[config.mk]
export PLATFORM = sky130hd
export DESIGN_NAME = asc_sequencer
export DESIGN_NICKNAME = d
export VERILOG_FILES = /design/src/rtl/asc_pkg.sv /design/src/rtl/asc_sequencer.sv
export SDC_FILE = /design/constraint.sdc
export NUM_CORES = 1
export LEC_CHECK = 0
export BUFFER_PORTS_ARGS = -buffer_cell sky130_fd_sc_hd__buf_2
export CORE_UTILIZATION = 45
export CTS_BUF_LIST = sky130_fd_sc_hd__clkbuf_2
export DETAILED_ROUTE_END_ITERATION = 7
export GPL_ROUTABILITY_DRIVEN = 1
export PLACE_DENSITY = 0.74
export SYNTH_ARGS = -nofsm -noshare
export SYNTH_HDL_FRONTEND = slang
export SYNTH_SLANG_ARGS = --single-unit
export TNS_END_PERCENT = 20
[constraint.sdc]
create_clock -name core_clk -period 5.75 [get_ports core_clk]
set_input_delay 1.15 -clock core_clk [delete_from_list [all_inputs] [get_ports core_clk]]
set_output_delay 1.15 -clock core_clk [all_outputs]
set_load 0.02 [all_outputs]
[src/rtl/asc_pkg.sv]
// Constants for the converter sequencer control block
// Operation
// - A conversion lasts nine and a half bit periods from start to done.
// - Bit period is 2, 8 or 32 oscillator periods or the RC clock.
// - Conversion continues in sleep when the RC clock is selected.
// - RC bit period is typically four microseconds.
// - Hold capacitor disconnects from the pin when conversion starts.
// - The selected pin level is converted whatever its direction.
// - Port read returns zero for analog configured pins.
// - Special event trigger with converter on sets go and starts.
// - Each special event trigger clears the sixteen bit timer.
// - Converter off ignores triggers, timer still clears.
// - Result survives resets; control registers clear on every reset.
// - Completion loads result, clears go and sets done flag.
// - Channel select codes 000 to 100 pick channels zero to four.
// - Clock code 11 picks RC; 00, 01, 10 pick 2, 8, 32 periods.
// - Reset turns the converter off and aborts a conversion.
package asc_pkg;
    // ==========================================================
    // Register indices and byte addresses
    localparam logic [7:0]  IDX_PORT_PINS    = 8'h05;
    localparam logic [7:0]  IDX_INT_CTRL     = 8'h0B;
    localparam logic [7:0]  IDX_PERIPH_FLAGS = 8'h0C;
    localparam logic [7:0]  IDX_RESULT       = 8'h1E;
    localparam logic [7:0]  IDX_CONV_CTRL    = 8'h1F;
    localparam logic [7:0]  IDX_PORT_DIR     = 8'h85;
    localparam logic [7:0]  IDX_PERIPH_EN    = 8'h8C;
    localparam logic [7:0]  IDX_PIN_SETUP    = 8'h9F;
    localparam int          ADDR_W           = 12;
    localparam logic [11:0] ADDR_PORT_PINS    = {2'h0, IDX_PORT_PINS, 2'h0};
    localparam logic [11:0] ADDR_INT_CTRL     = {2'h0, IDX_INT_CTRL, 2'h0};
    localparam logic [11:0] ADDR_PERIPH_FLAGS = {2'h0, IDX_PERIPH_FLAGS, 2'h0};
    localparam logic [11:0] ADDR_RESULT       = {2'h0, IDX_RESULT, 2'h0};
    localparam logic [11:0] ADDR_CONV_CTRL    = {2'h0, IDX_CONV_CTRL, 2'h0};
    localparam logic [11:0] ADDR_PORT_DIR     = {2'h0, IDX_PORT_DIR, 2'h0};
    localparam logic [11:0] ADDR_PERIPH_EN    = {2'h0, IDX_PERIPH_EN, 2'h0};
    localparam logic [11:0] ADDR_PIN_SETUP    = {2'h0, IDX_PIN_SETUP, 2'h0};
    // ==========================================================
    // Field positions
    localparam int CTRL_ON_BIT   = 0;
    localparam int CTRL_GO_BIT   = 2;
    localparam int CTRL_CHS_LSB  = 3;
    localparam int CTRL_CLK_LSB  = 6;
    localparam int FLAG_DONE_BIT = 6;
    localparam int SETUP_CFG_W   = 3;
    localparam int PORT_W        = 6;
    // ==========================================================
    // Reset values
    localparam logic [7:0] RST_CONV_CTRL    = 8'h00;
    localparam logic [7:0] RST_PIN_SETUP    = 8'h00;
    localparam logic [7:0] RST_PERIPH_FLAGS = 8'h00;
    localparam logic [7:0] RST_PERIPH_EN    = 8'h00;
    localparam logic [7:0] RST_INT_CTRL     = 8'h00;
    localparam logic [7:0] RST_PORT_DIR     = 8'h3F;
    localparam logic [7:0] RST_PORT_PINS    = 8'h00;
    // ==========================================================
    // Modes and timing
    localparam logic [1:0] CLK_OSC2   = 2'h0;
    localparam logic [1:0] CLK_OSC8   = 2'h1;
    localparam logic [1:0] CLK_OSC32  = 2'h2;
    localparam logic [1:0] CLK_RC     = 2'h3;
    localparam logic [3:0] MODE_SPECIAL_EVENT = 4'hB;
    localparam int CLK_PERIOD_NS = 25;
    localparam int RC_TAD_NS     = 4000;
    localparam int RC_HALF_CYC   = (RC_TAD_NS / 2) / CLK_PERIOD_NS;
    localparam logic [7:0] HALF_OSC2  = 8'h01;
    localparam logic [7:0] HALF_OSC8  = 8'h04;
    localparam logic [7:0] HALF_OSC32 = 8'h10;
    localparam logic [7:0] HALF_RC    = 8'(RC_HALF_CYC);
    localparam logic [4:0] HALF_TADS  = 5'h13;
    typedef enum logic [1:0] {
        ST_IDLE = 2'b01,
        ST_CONV = 2'b10
    } asc_state_t;
endpackage

[src/rtl/asc_sequencer.sv]
// Converter sequencer control with APB registers and port pin logic
//
// Local design decision: the APB interface to the registers.
`timescale 1ns/1ps
module asc_sequencer import asc_pkg::*; #(
    parameter int CHANNELS = 5
) (
    // Clock and reset
    input  wire logic                  core_clk,
    input  wire logic                  rst,
    // APB slave
    input  wire logic                  psel,
    input  wire logic                  penable,
    input  wire logic                  pwrite,
    input  wire logic [ADDR_W-1:0]     paddr,
    input  wire logic [31:0]           pwdata,
    output logic      [31:0]           prdata,
    output logic                       pready,
    output logic                       pslverr,
    // Core state and compare unit
    input  wire logic                  coreSleep,
    input  wire logic                  compareEvent,
    input  wire logic [3:0]            compareMode,
    output logic                       timerClear,
    // Port pins and analog levels
    input  wire logic [PORT_W-1:0]     padIn,
    output logic      [PORT_W-1:0]     padOut,
    output logic      [PORT_W-1:0]     padOe,
    input  wire logic [CHANNELS*8-1:0] analogLevel,
    output logic                       holdConnected
);
    // ==========================================================
    // Decoding helpers
    function automatic logic [PORT_W-1:0] analogMask(input logic [2:0] c);
        if (c[2:1] == 2'h3) begin
            analogMask = 6'h00;
        end else if (c[2]) begin
            analogMask = 6'h0B;
        end else begin
            analogMask = 6'h2F;
        end
    endfunction

    function automatic logic [7:0] halfLimit(input logic [1:0] s);
        if (s == CLK_OSC2) begin
            halfLimit = HALF_OSC2;
        end else if (s == CLK_OSC8) begin
            halfLimit = HALF_OSC8;
        end else if (s == CLK_OSC32) begin
            halfLimit = HALF_OSC32;
        end else begin
            halfLimit = HALF_RC;
        end
    endfunction

    // ==========================================================
    // Input synchronisers
    logic [CHANNELS*8-1:0] anaMeta_reg;
    logic [CHANNELS*8-1:0] anaSync_reg;
    logic [PORT_W-1:0]     padMeta_reg;
    logic [PORT_W-1:0]     padSync_reg;

    always_ff @(posedge core_clk or posedge rst) begin
        if (rst) begin
            anaMeta_reg <= '0;
            anaSync_reg <= '0;
            padMeta_reg <= '0;
            padSync_reg <= '0;
        end else begin
            anaMeta_reg <= analogLevel;
            anaSync_reg <= anaMeta_reg;
            padMeta_reg <= padIn;
            padSync_reg <= padMeta_reg;
        end
    end

    // ==========================================================
    // Registers
    logic             convOn_reg;
    logic             go_reg;
    logic [2:0]       chanSel_reg;
    logic [1:0]       clkSel_reg;
    logic [2:0]       pinCfg_reg;
    logic             doneFlag_reg;
    logic [7:0]       otherFlags_reg;
    logic [7:0]       periphEn_reg;
    logic [7:0]       intCtrl_reg;
    logic [5:0]       portDir_reg;
    logic [5:0]       portLatch_reg;
    logic [7:0]       result_reg;
    logic [7:0]       held_reg;
    logic [31:0]      prdata_reg;
    logic             slvErr_reg;
    logic             timerClear_reg;
    asc_state_t       state_reg;
    logic [7:0]       divCnt_reg;
    logic [4:0]       halfCnt_reg;

    // ==========================================================
    // Bus decode
    wire setupPhase = psel & ~penable;
    wire accessWr   = psel & penable & pwrite;
    wire hitPins    = (paddr == ADDR_PORT_PINS);
    wire hitInt     = (paddr == ADDR_INT_CTRL);
    wire hitFlags   = (paddr == ADDR_PERIPH_FLAGS);
    wire hitResult  = (paddr == ADDR_RESULT);
    wire hitCtrl    = (paddr == ADDR_CONV_CTRL);
    wire hitDir     = (paddr == ADDR_PORT_DIR);
    wire hitEn      = (paddr == ADDR_PERIPH_EN);
    wire hitSetup   = (paddr == ADDR_PIN_SETUP);
    wire hitAny     = hitPins | hitInt | hitFlags | hitResult | hitCtrl
                    | hitDir | hitEn | hitSetup;
    wire ctrlWr     = accessWr & hitCtrl;
    wire flagsWr    = accessWr & hitFlags;

    wire [PORT_W-1:0] anaMask   = analogMask(pinCfg_reg);
    wire [PORT_W-1:0] portRead  = padSync_reg & ~anaMask;
    wire [7:0]        ctrlRead  = {clkSel_reg, chanSel_reg, go_reg,
                                   1'b0, convOn_reg};
    wire [7:0]        flagsRead = {otherFlags_reg[7], doneFlag_reg,
                                   otherFlags_reg[5:0]};
    logic [7:0] readByte;
    always_comb begin
        if (hitPins) begin
            readByte = {2'h0, portRead};
        end else if (hitInt) begin
            readByte = intCtrl_reg;
        end else if (hitFlags) begin
            readByte = flagsRead;
        end else if (hitResult) begin
            readByte = result_reg;
        end else if (hitCtrl) begin
            readByte = ctrlRead;
        end else if (hitDir) begin
            readByte = {2'h0, portDir_reg};
        end else if (hitEn) begin
            readByte = periphEn_reg;
        end else if (hitSetup) begin
            readByte = {5'h00, pinCfg_reg};
        end else begin
            readByte = 8'h00;
        end
    end

    // ==========================================================
    // Start, trigger and completion
    wire specialEvt = compareEvent & (compareMode == MODE_SPECIAL_EVENT);
    wire trigger    = specialEvt & convOn_reg;
    wire onNext     = ctrlWr ? pwdata[CTRL_ON_BIT] : convOn_reg;
    wire goWrite    = ctrlWr ? (pwdata[CTRL_GO_BIT] & convOn_reg
                                & pwdata[CTRL_ON_BIT]) : go_reg;
    wire inConv     = (state_reg == ST_CONV);
    wire oscStopped = coreSleep & (clkSel_reg != CLK_RC);
    wire [7:0] limit = halfLimit(clkSel_reg);
    wire tadTick    = inConv & ~oscStopped & (divCnt_reg == limit - 8'h01);
    wire convDone   = tadTick & go_reg
                    & (halfCnt_reg == HALF_TADS - 5'h01);
    wire goNext     = (trigger & onNext) | (~trigger & ~convDone & goWrite);
    wire startConv  = (state_reg == ST_IDLE) & go_reg;
    wire abortConv  = inConv & ~go_reg;

    // Channel map and sampled level, driven pins give their own level
    logic [7:0] chanLevel;
    logic [2:0] chanPin;
    always_comb begin
        chanLevel = 8'h00;
        chanPin   = 3'h0;
        if (chanSel_reg < 3'(CHANNELS)) begin
            chanPin   = (chanSel_reg == 3'h4) ? 3'h5 : chanSel_reg;
            chanLevel = anaSync_reg[chanSel_reg*8 +: 8];
            if (!portDir_reg[chanPin]) begin
                chanLevel = portLatch_reg[chanPin] ? 8'hFF : 8'h00;
            end
        end
    end

    // ==========================================================
    // Control and configuration registers, cleared on every reset except port direction, which loads 3F
    always_ff @(posedge core_clk or posedge rst) begin
        if (rst) begin
            convOn_reg  <= RST_CONV_CTRL[CTRL_ON_BIT];
            go_reg      <= RST_CONV_CTRL[CTRL_GO_BIT];
            chanSel_reg <= RST_CONV_CTRL[CTRL_CHS_LSB +: 3];
            clkSel_reg  <= RST_CONV_CTRL[CTRL_CLK_LSB +: 2];
            pinCfg_reg  <= RST_PIN_SETUP[SETUP_CFG_W-1:0];
            periphEn_reg   <= RST_PERIPH_EN;
            intCtrl_reg    <= RST_INT_CTRL;
            portDir_reg    <= RST_PORT_DIR[PORT_W-1:0];
            portLatch_reg  <= RST_PORT_PINS[PORT_W-1:0];
            otherFlags_reg <= RST_PERIPH_FLAGS;
        end else begin
            convOn_reg <= onNext;
            go_reg     <= goNext;
            if (ctrlWr) begin
                chanSel_reg <= pwdata[CTRL_CHS_LSB +: 3];
                clkSel_reg  <= pwdata[CTRL_CLK_LSB +: 2];
            end
            if (accessWr & hitSetup) pinCfg_reg <= pwdata[2:0];
            if (accessWr & hitEn)    periphEn_reg <= pwdata[7:0];
            if (accessWr & hitInt)   intCtrl_reg <= pwdata[7:0];
            if (accessWr & hitDir)   portDir_reg <= pwdata[5:0];
            if (accessWr & hitPins)  portLatch_reg <= pwdata[5:0];
            if (flagsWr)             otherFlags_reg <= pwdata[7:0];
        end
    end

    // Done flag: hardware set wins over a software clear
    always_ff @(posedge core_clk or posedge rst) begin
        if (rst) begin
            doneFlag_reg <= RST_PERIPH_FLAGS[FLAG_DONE_BIT];
        end else if (convDone) begin
            doneFlag_reg <= 1'b1;
        end else if (flagsWr) begin
            doneFlag_reg <= pwdata[FLAG_DONE_BIT];
        end
    end

    // Result keeps its value through every reset
    always_ff @(posedge core_clk) begin
        if (convDone) result_reg <= held_reg;
        if (startConv) held_reg <= chanLevel;
    end

    // ==========================================================
    // Conversion timing
    always_ff @(posedge core_clk or posedge rst) begin
        if (rst) begin
            state_reg   <= ST_IDLE;
            divCnt_reg  <= 8'h00;
            halfCnt_reg <= 5'h00;
        end else begin
            case (state_reg)
                ST_IDLE: begin
                    divCnt_reg  <= 8'h00;
                    halfCnt_reg <= 5'h00;
                    if (startConv) state_reg <= ST_CONV;
                end
                ST_CONV: begin
                    if (abortConv || convDone) begin
                        state_reg <= ST_IDLE;
                    end else if (tadTick) begin
                        divCnt_reg  <= 8'h00;
                        halfCnt_reg <= halfCnt_reg + 5'h01;
                    end else if (!oscStopped) begin
                        divCnt_reg <= divCnt_reg + 8'h01;
                    end
                end
                default: state_reg <= ST_IDLE;
            endcase
        end
    end

    // ==========================================================
    // Bus answer and outputs
    always_ff @(posedge core_clk or posedge rst) begin
        if (rst) begin
            prdata_reg     <= 32'h0000_0000;
            slvErr_reg     <= 1'b0;
            timerClear_reg <= 1'b0;
        end else begin
            if (setupPhase) begin
                prdata_reg <= {24'h00_0000, readByte};
                slvErr_reg <= ~hitAny;
            end
            timerClear_reg <= specialEvt;
        end
    end

    assign prdata        = prdata_reg;
    assign pready        = psel & penable;
    assign pslverr       = psel & penable & slvErr_reg;
    assign timerClear    = timerClear_reg;
    assign padOut        = portLatch_reg;
    assign padOe         = ~portDir_reg;
    assign holdConnected = ~inConv;

    // ==========================================================
    // Checks
    logic [7:0] convLen_reg;
    logic       irregular_reg;
    always_ff @(posedge core_clk or posedge rst) begin
        if (rst) begin
            convLen_reg   <= 8'h00;
            irregular_reg <= 1'b0;
        end else if (startConv) begin
            convLen_reg   <= 8'h00;
            irregular_reg <= 1'b0;
        end else if (inConv) begin
            convLen_reg   <= convLen_reg + 8'h01;
            if (coreSleep || clkSel_reg != CLK_OSC2) irregular_reg <= 1'b1;
        end
    end

    a_fast_conv_len: assert property (@(posedge core_clk) disable iff (rst)
        convDone && !irregular_reg && !coreSleep && clkSel_reg == CLK_OSC2
        |-> convLen_reg == 8'h12)
        else $error("conversion length wrong at fastest clock");
    a_rc_tick_gap: assert property (@(posedge core_clk) disable iff (rst)
        tadTick && clkSel_reg == CLK_RC ##1 clkSel_reg == CLK_RC
        |-> !tadTick [*8])
        else $error("RC half period too short");
    a_done_load: assert property (@(posedge core_clk) disable iff (rst)
        convDone |=> !go_reg && doneFlag_reg
        && result_reg == $past(held_reg) && state_reg == ST_IDLE)
        else $error("completion effects missing");
    a_hold_open: assert property (@(posedge core_clk) disable iff (rst)
        startConv |=> !holdConnected && held_reg == $past(chanLevel))
        else $error("hold not released at start");
    a_trig_start: assert property (@(posedge core_clk) disable iff (rst)
        trigger && !ctrlWr |=> go_reg ##1 inConv)
        else $error("trigger did not start conversion");
    a_trig_timer: assert property (@(posedge core_clk) disable iff (rst)
        specialEvt |=> timerClear)
        else $error("trigger did not clear timer");
    a_off_ignore: assert property (@(posedge core_clk) disable iff (rst)
        specialEvt && !convOn_reg && !go_reg |=> !go_reg && timerClear)
        else $error("trigger acted while off");
    a_abort_quiet: assert property (@(posedge core_clk) disable iff (rst)
        abortConv |=> state_reg == ST_IDLE && $stable(result_reg)
        && doneFlag_reg == ($past(flagsWr) ? $past(pwdata[FLAG_DONE_BIT])
                            : $past(doneFlag_reg)))
        else $error("abort changed result");
    a_port_zero: assert property (@(posedge core_clk) disable iff (rst)
        setupPhase && hitPins && $stable(pinCfg_reg)
        |=> (prdata[5:0] & anaMask) == 6'h00)
        else $error("analog pin read not zero");
    a_sleep_hold: assert property (@(posedge core_clk) disable iff (rst)
        inConv && oscStopped && go_reg |=> $stable(halfCnt_reg))
        else $error("conversion ran with oscillator stopped");

    c_soft_done: cover property (@(posedge core_clk) disable iff (rst)
        ctrlWr && pwdata[CTRL_GO_BIT] ##[1:1000] convDone);
    c_trig_done: cover property (@(posedge core_clk) disable iff (rst)
        trigger ##[1:1000] convDone);
    c_abort: cover property (@(posedge core_clk) disable iff (rst)
        abortConv);
    c_rc_done: cover property (@(posedge core_clk) disable iff (rst)
        convDone && clkSel_reg == CLK_RC);
endmodule

==> impl_metrics.ini, run 1 <==
[status]
status = finished clean

[synth]
synthAdderAreaFrac = 0.008606
synthMuxAreaShare = 0.1100
async_reset_ff_frac = 0.9106
yosysWarnings = 0
synth-edff-count = 16
ys_seq_area_frac = 0.6284
yosys.area_share.xor_xnor = 0.003614
avgSynthCellArea_um2 = 13.19
synth.cell_area_mm2 = 0.007269
ys_seq_elements = 179
synth_cells = 551
yosys.area_share.simple = 0.1040
synth-compound-area-share = 0.09793
synth_top_family_by_area = multiplexers
synthFlopType = dfrtp_1
yosysUniqueCellTypes = 69

[global_routing]
grt_usage = 0.1909
grt_max_degree = 119
antenna_found_initial = 0
grt_pass1_wl_um = 23850
overflow = 0
grt_pass1_vias = 4589

[pwr]
sw_frac_of_total = 0.3122
p_switching_uw = 736.3
powerDensity_mw_per_mm2 = 289.9
power_frac_clock = 0.275
p_int_uw = 1622
peakVddDrop_mv = 0.2188
seqPwrFrac = 0.591
p_leak_uw = 0.003719
combPwrFrac = 0.134

[detailed_routing]
postRouteAntennaNets = 0
vias = 4737
drt-pass1-iter-count = 4
vias_per_cell = 5.383
drcViolationCount = 0
finalWirelength_um = 14720
wire_per_inst_um = 16.73
drtIter0Drc = 311

[critical_path]
cp_slowest_cell = dfstp_2
crit_arrival_ns = 2.19
endpoint_kind = primary output
crit_type = flop to primary output
cp_common_cell = inv_1
path_cells = inv_1 -> ha_1 -> inv_1 -> buf_2
max_stage_delay_ns = 0.62
start_kind = flop
critPathMaxFanout = 10
cp_data_required_time_ns = 4.60

[floorplanning]
fp.coreArea_mm2 = 0.01583
start_util = 0.4593
die_x_um = 129.1
io_pins = 149
num_rows = 46
die_height_um = 129.1
die-area_mm2 = 0.01667

[min_path]
hp-class = flop to flop

[cts]
tritoncts = yes
clk_pin_slew_ns = 0.30
clock-sinks = 179
post_cts_buffers = 0
cts_made_buffers = 17
cts_resized = 0
htreeDepth = 4
clockRootBuffer = clkbuf_2
insertion_delay_ns = 0.76
holdBufCountCts = 0
clk_path_buf_depth = 2

[timing]
max_slew.worst_pin.slew_ns = 1.090
max_freq_mhz = 299.2
hold_violations = 0
fin_setup_tns_ns = 0
setup_ws_ns = 2.408
rsz0062_at_grt = no
max-slew-margin-rel = 0.2675
fin_hold_ws_ns = 0.3724
fin_skew_ns = 0.04986
setup_viol = 0
period_needed_ns = 3.342
slew_violations = 0
timing.final.crit_share = 0.5812

[placed_design]
port_buffers = 100
dp_slack_ns = 2.031
place_hpwl_um = 10840
place_congestion = 0.8580

[layout]
drive_gt1_frac = 0.3163
final_core_util = 0.5141
nNetsFinal = 757
n_antenna_cell = 0
area_delta_synth_final_pct = 11.93

[job]
drv_cap = 0
==> cell families after synthesis <==
kind of cell | count (synthesis)
flip-flops | 179
AND/OR/NAND/NOR | 131
AO/OA/AOI/OAI | 108
multiplexers | 62
buffers and inverters | 62
adder cells (fa/ha/maj) | 5
XOR/XNOR | 3
other | 1
==> layer usage <==
metal,vias to the layer above,global-route usage,part of all wire
met3,19,0.05244,0.060
met5,-,0,0
met4,0,0.05536,0.013
met1,2365,0.2606,0.46
met2,166,0.3001,0.47
li1,2187,-,-
==> path summary, 6_finish.rpt <==
path                                  from               to  slack [ns]  depth (start not counted)
min in group asynchronous              rst  anaSync_reg[15]        0.54                          2
hold reg to reg            anaMeta_reg[39]  anaSync_reg[39]        0.37                          0
hold / removal             anaMeta_reg[39]  anaSync_reg[39]        0.37                          0
setup / recovery              state_reg[0]    holdConnected        2.41                          4
max in group asynchronous              rst   intCtrl_reg[2]        4.01                          3
setup reg to reg              state_reg[0]   halfCnt_reg[1]        2.84                          7
==> stage by stage <==
| step | area (µm²) | cells | power, µW |
|---|---|---|---|
| 3_3_place_gp | 7876 | 848 | 1715 |
| 3_5_place_dp | 7876 | 848 | 1733 |
| 6_report | 8137 | 880 | 2359 |
| 2_1_floorplan | 7356 | 574 | 1640 |
| 5_1_grt | 8137 | 880 | 2487 |
| 4_1_cts | 8137 | 880 | 2384 |
==> Yosys cell counts (all sizes together) (7+ instances only) <==
| master | number | share of area |
|---|---|---|
| clkbuf | 14 | 0.0072 |
| nor3 | 9 | 0.0069 |
| a31oi | 7 | 0.0060 |
| o21ai | 27 | 0.019 |
| dfrtp | 156 | 0.54 |
| buf | 31 | 0.031 |
| mux2i | 12 | 0.017 |
| nor2 | 15 | 0.0081 |
| nor4 | 10 | 0.0095 |
| mux2 | 40 | 0.062 |
| or3 | 7 | 0.0067 |
| edfxtp | 16 | 0.066 |
| nand3 | 14 | 0.0096 |
| nand2 | 28 | 0.014 |
| inv | 17 | 0.0088 |
| and3 | 7 | 0.0060 |
| a21oi | 26 | 0.018 |
| mux4 | 10 | 0.031 |
| dfstp | 7 | 0.025 |
==> worst max-delay path: cells and delay by family, from the launching register on <==
kind                       cells  cell delay, ns
DFF                            1            0.62
buffers and inverters          3            0.48
adders and majority gates      1            0.32
==> power groups by stage <==
stage / logic [µW] / registers (µW) / clock network, µW
6_report: 316 / 1390 / 648
3_3_place_gp: 303 / 1410 / 0
2_1_floorplan: 232 / 1410 / 0
5_1_grt: 357 / 1400 / 726
3_5_place_dp: 315 / 1420 / 0
4_1_cts: 316 / 1400 / 672
==> layout by cell type (no fill, tap or decap), types with 6 or more instances in the layout <==
cell type and n:
buf_2 100, dfrtp_1 156, and3_1 7, mux2i_1 12, conb_1 24, a21oi_1 26
nor4_1 9, nand3_1 14, dfstp_2 7, mux4_2 10, a31oi_1 7, clkbuf_2 18
nor3_1 8, nor2_1 14, or3_1 6, o21ai_0 27, mux2_2 39, nand2_1 28
inv_1 16, edfxtp_1 16
==> area by class of cell <==
| cell class | count | area [µm²] |
|---|---|---|
| sequential | 179 | 4568 |
| clock inverter | 14 | 170.2 |
| multi-input combinational | 333 | 2446 |
| clock buffer | 18 | 90.09 |
| fill | 1415 | 7691 |
| inverter | 17 | 68.82 |
| timing repair buffer | 103 | 523.0 |
| tap | 216 | 270.3 |
No activity file was read; power rests on OpenSTA's default activity.
==> inputs of run 2 (changes only) <==
Settings changed: PLACE_DENSITY 0.74 to 0.72.
Clock period 5.75 ns to 3.1 ns, I/O delays scaled along.
==> run 2 against run 1 <==
Compared with the run above: sequential share of layout area down 4.3 points; cell area increased by 8.2%; die area did not move; cell count grew 8.2%; non-clock buffer count rose by 71; register-to-register slack lost 2.4 ns; sequential cell count did not move; total power up 89%; via count grew 4.2%; sequential power rose by 86%; combinational power is 110% higher; first-iteration DRC count fell by 19%; critical path type unchanged; largest power group unchanged.
==> impl_metrics.ini, run 2 (synthesis gave the netlist of run 1 again) <==
[layout]
nNetsFinal = 828
area_delta_synth_final_pct = 21.12
drive_gt1_frac = 0.3143
fill_cells = 1333
final_common_cell = dfrtp_1
design_area_mm2 = 0.008805
final_cell_mix = dfrtp_1, buf_2, dlygate4sd3_1

[timing]
rsz0062_at_grt = no
max_freq_mhz = 357.0
hold_violations = 0
fin_setup_tns_ns = 0
slew_violations = 0
setup_viol = 0
period_needed_ns = 2.801
max-slew-margin-rel = 0.4482
timing.final.crit_share = 0.9035
fin_skew_ns = 0.05177
max_slew.worst_pin.slew_ns = 0.8277

[cts]
clockRootBuffer = clkbuf_2
tritoncts = yes
cts_made_buffers = 17
htreeDepth = 4
clock-sinks = 179
clk_pin_slew_ns = 0.30
insertion_delay_ns = 0.75
clk_path_buf_depth = 2

[floorplanning]
die_height_um = 129.1
die-area_mm2 = 0.01667
die_x_um = 129.1
start_util = 0.4593
io_pins = 149
fp.coreArea_mm2 = 0.01583
num_rows = 46

[detailed_routing]
postRouteAntennaNets = 0
drcViolationCount = 0
vias = 4935
drt-pass1-iter-count = 5
drtIter0Drc = 253
vias_per_cell = 5.184
finalWirelength_um = 15870
wire_per_inst_um = 16.67

[global_routing]
grt_max_degree = 164
overflow = 0
grt_pass1_wl_um = 25890
antenna_found_initial = 1
grt_usage = 0.2073
grt_pass1_vias = 5048

[pwr]
p_leak_uw = 0.004031
peakVddDrop_mv = 0.3921
powerDensity_mw_per_mm2 = 505.4

[critical_path]
path_cells = inv_1 -> ha_1 -> buf_4 -> inv_1 -> buf_2
worst-path-buf-inv = 4
cp.depth = 5
cp_data_required_time_ns = 2.48
max_stage_delay_ns = 0.62
reg2reg_depth = 7
crit_type = flop to primary output
rrSetupSlack_ns = 0.44
timing.rr.start = state_reg[0]
endpoint = holdConnected
start_kind = flop
cp_common_cell = inv_1
critPathLaunch = state_reg[0]
path_delay_family = flip-flops
r2r-end = halfCnt_reg[1]
endpoint_kind = primary output
crit_arrival_ns = 2.18
cp_slowest_cell = dfstp_2
critPathMaxFanout = 9

[placed_design]
place_congestion = 0.8945
postPlaceCellArea_mm2 = 0.008053
port_buffers = 100
place_hpwl_um = 11090

[status]
status = finished clean

[min_path]
hp-class = input port to async pin

[job]
drv_cap = 0
## run 2: cell types whose count changed in the layout (fill, tap and decap cells not counted)
cell | before | now
dlygate4sd3_1 | 0 | 49
buf_4 | 3 | 24
buf_12 | 0 | 1
clkbuf_2 | 18 | 17
clkinv_1 | 0 | 1
clkinvlp_4 | 0 | 1
diode_2 | 0 | 1
inv_4 | 1 | 0
inv_6 | 4 | 5
inv_8 | 5 | 4
## run 2: report_power, final
part,total (µW),switching (µW),internal (µW),leakage [µW]
logic,659,409,250,0.00170
registers,2590,62.8,2530,0.00217
clock network,1200,916,285,0.000154
## run 2: stage by stage
stage | power (µW) | std cells | utilization | hold slack [ns] | setup slack, ns
after CTS | 4500 | 949 | 0.5549 | 0.002335 | 0.2072
after global placement | 3200 | 870 | 0.5088 | 0.3325 | 0.2151
after detailed placement | 3243 | 870 | 0.5088 | 0.3347 | 0.1972
after floorplan | 3043 | 574 | - | 0.3312 | 0.2590
after global routing | 4697 | 952 | 0.5563 | 0.01269 | 0.1287
final | 4450 | 952 | 0.5563 | 0.05146 | 0.2992
## run 2: final cells by class
cell class | count | area (µm²) | area share
flip-flops and latches | 179 | 4568 | 0.5188
multi-input cells | 333 | 2446 | 0.2778
repair buffers | 174 | 1191 | 0.1353
well taps | 216 | 270.3 | 0.03069
clock inverters | 15 | 173.9 | 0.01975
clock buffers | 17 | 85.08 | 0.009663
inverters | 17 | 67.56 | 0.007674
diodes | 1 | 2.502 | 0.0002842
## run 2: worst min path at each step
stage | from | endpoint | slack (ns)
after global placement | padMeta_reg[4] | padSync_reg[4] | 0.33
final | rst | anaMeta_reg[7] | 0.05
after global routing | compareMode[1] | timerClear | 0.01
after detailed placement | anaMeta_reg[21] | anaSync_reg[21] | 0.33
after CTS | compareMode[3] | timerClear | 0.002
after floorplan | anaMeta_reg[0] | anaSync_reg[0] | 0.33
## run 2: layer usage
metal / vias up / global-route usage / share of wire
li1: 2321 / - / -
met1: 2438 / 0.2895 / 0.46
met2: 161 / 0.3245 / 0.48
met3: 15 / 0.04542 / 0.055
met4: 0 / 0.06644 / 0.013
met5: - / 0 / 0
## run 2: worst min-delay path: stages
cell and delay (ns):
buf_2 0.11, clkinvlp_4 0.07, buf_12 0.57
## run 2: what timing repair did
action                    in CTS  in global routing
hold endpoints to repair      47                  1
buffers inserted               0                  0
hold buffers                  47                  2
gates resized for setup        0                  0
==> inputs of run 3 (changes only) <==
Settings changed: CORE_UTILIZATION 45 to 52, CTS_BUF_LIST sky130_fd_sc_hd__clkbuf_2 to sky130_fd_sc_hd__clkbuf_4, PLACE_DENSITY 0.72 to 0.8.
==> run 3 against run 2 <==
Compared with the run above: routed wire length fell by 5.5%; sequential cell count unchanged; register-to-register slack is essentially flat; hold slack improved by 0.074 ns; largest power group unchanged; first-iteration DRC count increased by 26%; via count is 2.5% lower; die area down 13%; largest cell class unchanged; core utilization is 6.4 points higher; global-route usage rose by 1.8 points; combinational power down 7.6%; count of clock-buffer cells in the layout did not move; cell count decreased by 8.8%.
==> impl_metrics.ini, run 3 (synthesis gave the netlist of run 1 again) <==
[status]
status = finished clean

[global_routing]
grt_max_degree = 84
overflow = 0
grt_pass1_vias = 4855
grt_pass1_wl_um = 24580
antenna_found_initial = 1
grt_usage = 0.2250

[placed_design]
place_hpwl_um = 11350
dp_slack_ns = 0.2297
port_buffers = 100
place_congestion = 0.8978

[layout]
fill_cells = 1064
final_common_cell = dfrtp_1
area_delta_synth_final_pct = 14.82
drive_gt1_frac = 0.3430
regArea_mm2 = 0.004568
nNetsFinal = 784
final_cell_mix = dfrtp_1, buf_2, mux2_2
multiInputGateArea_mm2 = 0.002446

[floorplanning]
io_pins = 149
start_util = 0.5404
num_rows = 42
die_x_um = 120.2
die-area_mm2 = 0.01446
die_height_um = 120.2
fp.coreArea_mm2 = 0.01345

[detailed_routing]
drt-pass1-iter-count = 5
finalWirelength_um = 15000
drcViolationCount = 0
vias_per_cell = 5.545
postRouteAntennaNets = 0
wire_per_inst_um = 17.29
vias = 4813
drtIter0Drc = 318

[critical_path]
crit_arrival_ns = 3.10
r2r-end = halfCnt_reg[1]
start_kind = flop
timing.rr.start = state_reg[0]
crit_type = flop to flop
worst-path-buf-inv = 1
endpoint_kind = flop
max_stage_delay_ns = 0.60
reg2reg_depth = 7
path_cells = inv_1 -> ha_1 -> or4b_2 -> a21oi_1 -> o211a_1 -> o211a_1 -> mux2_2
critPathMaxFanout = 9
cp_slowest_cell = or4b_2
cp_common_cell = o211a_1
rrSetupSlack_ns = 0.44
path_delay_family = compound AO/OA/AOI/OAI gates
cp_data_required_time_ns = 3.55

[cts]
cts_made_buffers = 17
clk_pin_slew_ns = 0.16
clk_path_buf_depth = 2
cts_resized = 0
holdBufCountCts = 0
clock-sinks = 179
tritoncts = yes
insertion_delay_ns = 0.55
post_cts_buffers = 0
clockRootBuffer = clkbuf_4
htreeDepth = 4

[timing]
max-slew-margin-rel = 0.5260
max_slew.worst_pin.slew_ns = 0.7044
fin_setup_tns_ns = 0
rsz0062_at_grt = no
timing.final.crit_share = 0.8572
hold_violations = 0
setup_viol = 0
setup_ws_ns = 0.4427
max_freq_mhz = 376.3
slew_violations = 0
period_needed_ns = 2.657
fin_skew_ns = 0.01449

[min_path]
hp-class = input port to async pin

[pwr]
peakVddDrop_mv = 0.4147
powerDensity_mw_per_mm2 = 533.0
p_leak_uw = 0.003856

[job]
drv_cap = 0
==> run 3: cell count changes in the layout (fill, tap and decap cells not counted) <==
| cell | delta |
|---|---|
| inv_8 | +1 |
| clkbuf_2 | -17 |
| inv_12 | -1 |
| clkinv_1 | -1 |
| clkinv_2 | +2 |
| dlygate4sd3_1 | -49 |
| buf_4 | +4 |
| clkinvlp_4 | +2 |
| clkinv_4 | +1 |
| clkbuf_4 | +17 |
| buf_12 | +1 |
| inv_6 | -4 |
==> run 3: worst max path at each step <==
stage                       startpoint             end  slack, ns  cells past startpoint
after floorplan              paddr[11]  intCtrl_reg[0]       0.26                      6
after global placement       paddr[11]          go_reg       0.26                      6
after detailed placement     paddr[11]          go_reg       0.23                      6
after CTS                 state_reg[0]  halfCnt_reg[1]       0.47                      7
after global routing      state_reg[0]  halfCnt_reg[1]       0.33                      7
final                     state_reg[0]  halfCnt_reg[1]       0.44                      7
==> run 3: through the flow <==
step	hold WS, ns	area, µm²	power, µW	utilization	cells
finish	0.1256	8347	4448	0.6204	868
global placement	0.3324	8053	3204	0.5986	835
CTS	0.1049	8344	4487	0.6203	867
detailed placement	0.3355	8053	3243	0.5986	835
floorplan	0.3312	7360	3043	-	574
global route	0.07857	8347	4671	0.6204	868
==> run 3: layer usage <==
layer  vias to the layer above  global-route usage  part of all wire
met5                         -                   0                 0
met4                         0             0.06944             0.016
met3                        18             0.04811             0.047
met2                       159              0.3531              0.48
met1                      2400              0.3170              0.46
li1                       2236                   -                 -
==> run 3: final cells by class <==
cell class,instances,area share
clock inverter,15,0.01964
clock buffer,17,0.01529
timing repair buffer,130,0.08994
tap,176,0.02638
sequential,179,0.5473
multi-input combinational,333,0.2931
antenna,1,0.0002998
inverter,17,0.008095
==> run 3: where the power goes <==
| group | internal [µW] | switching [µW] | total, µW |
|---|---|---|---|
| Clock | 370 | 886 | 1260 |
| Combinational | 213 | 396 | 609 |
| Sequential | 2520 | 61.7 | 2580 |
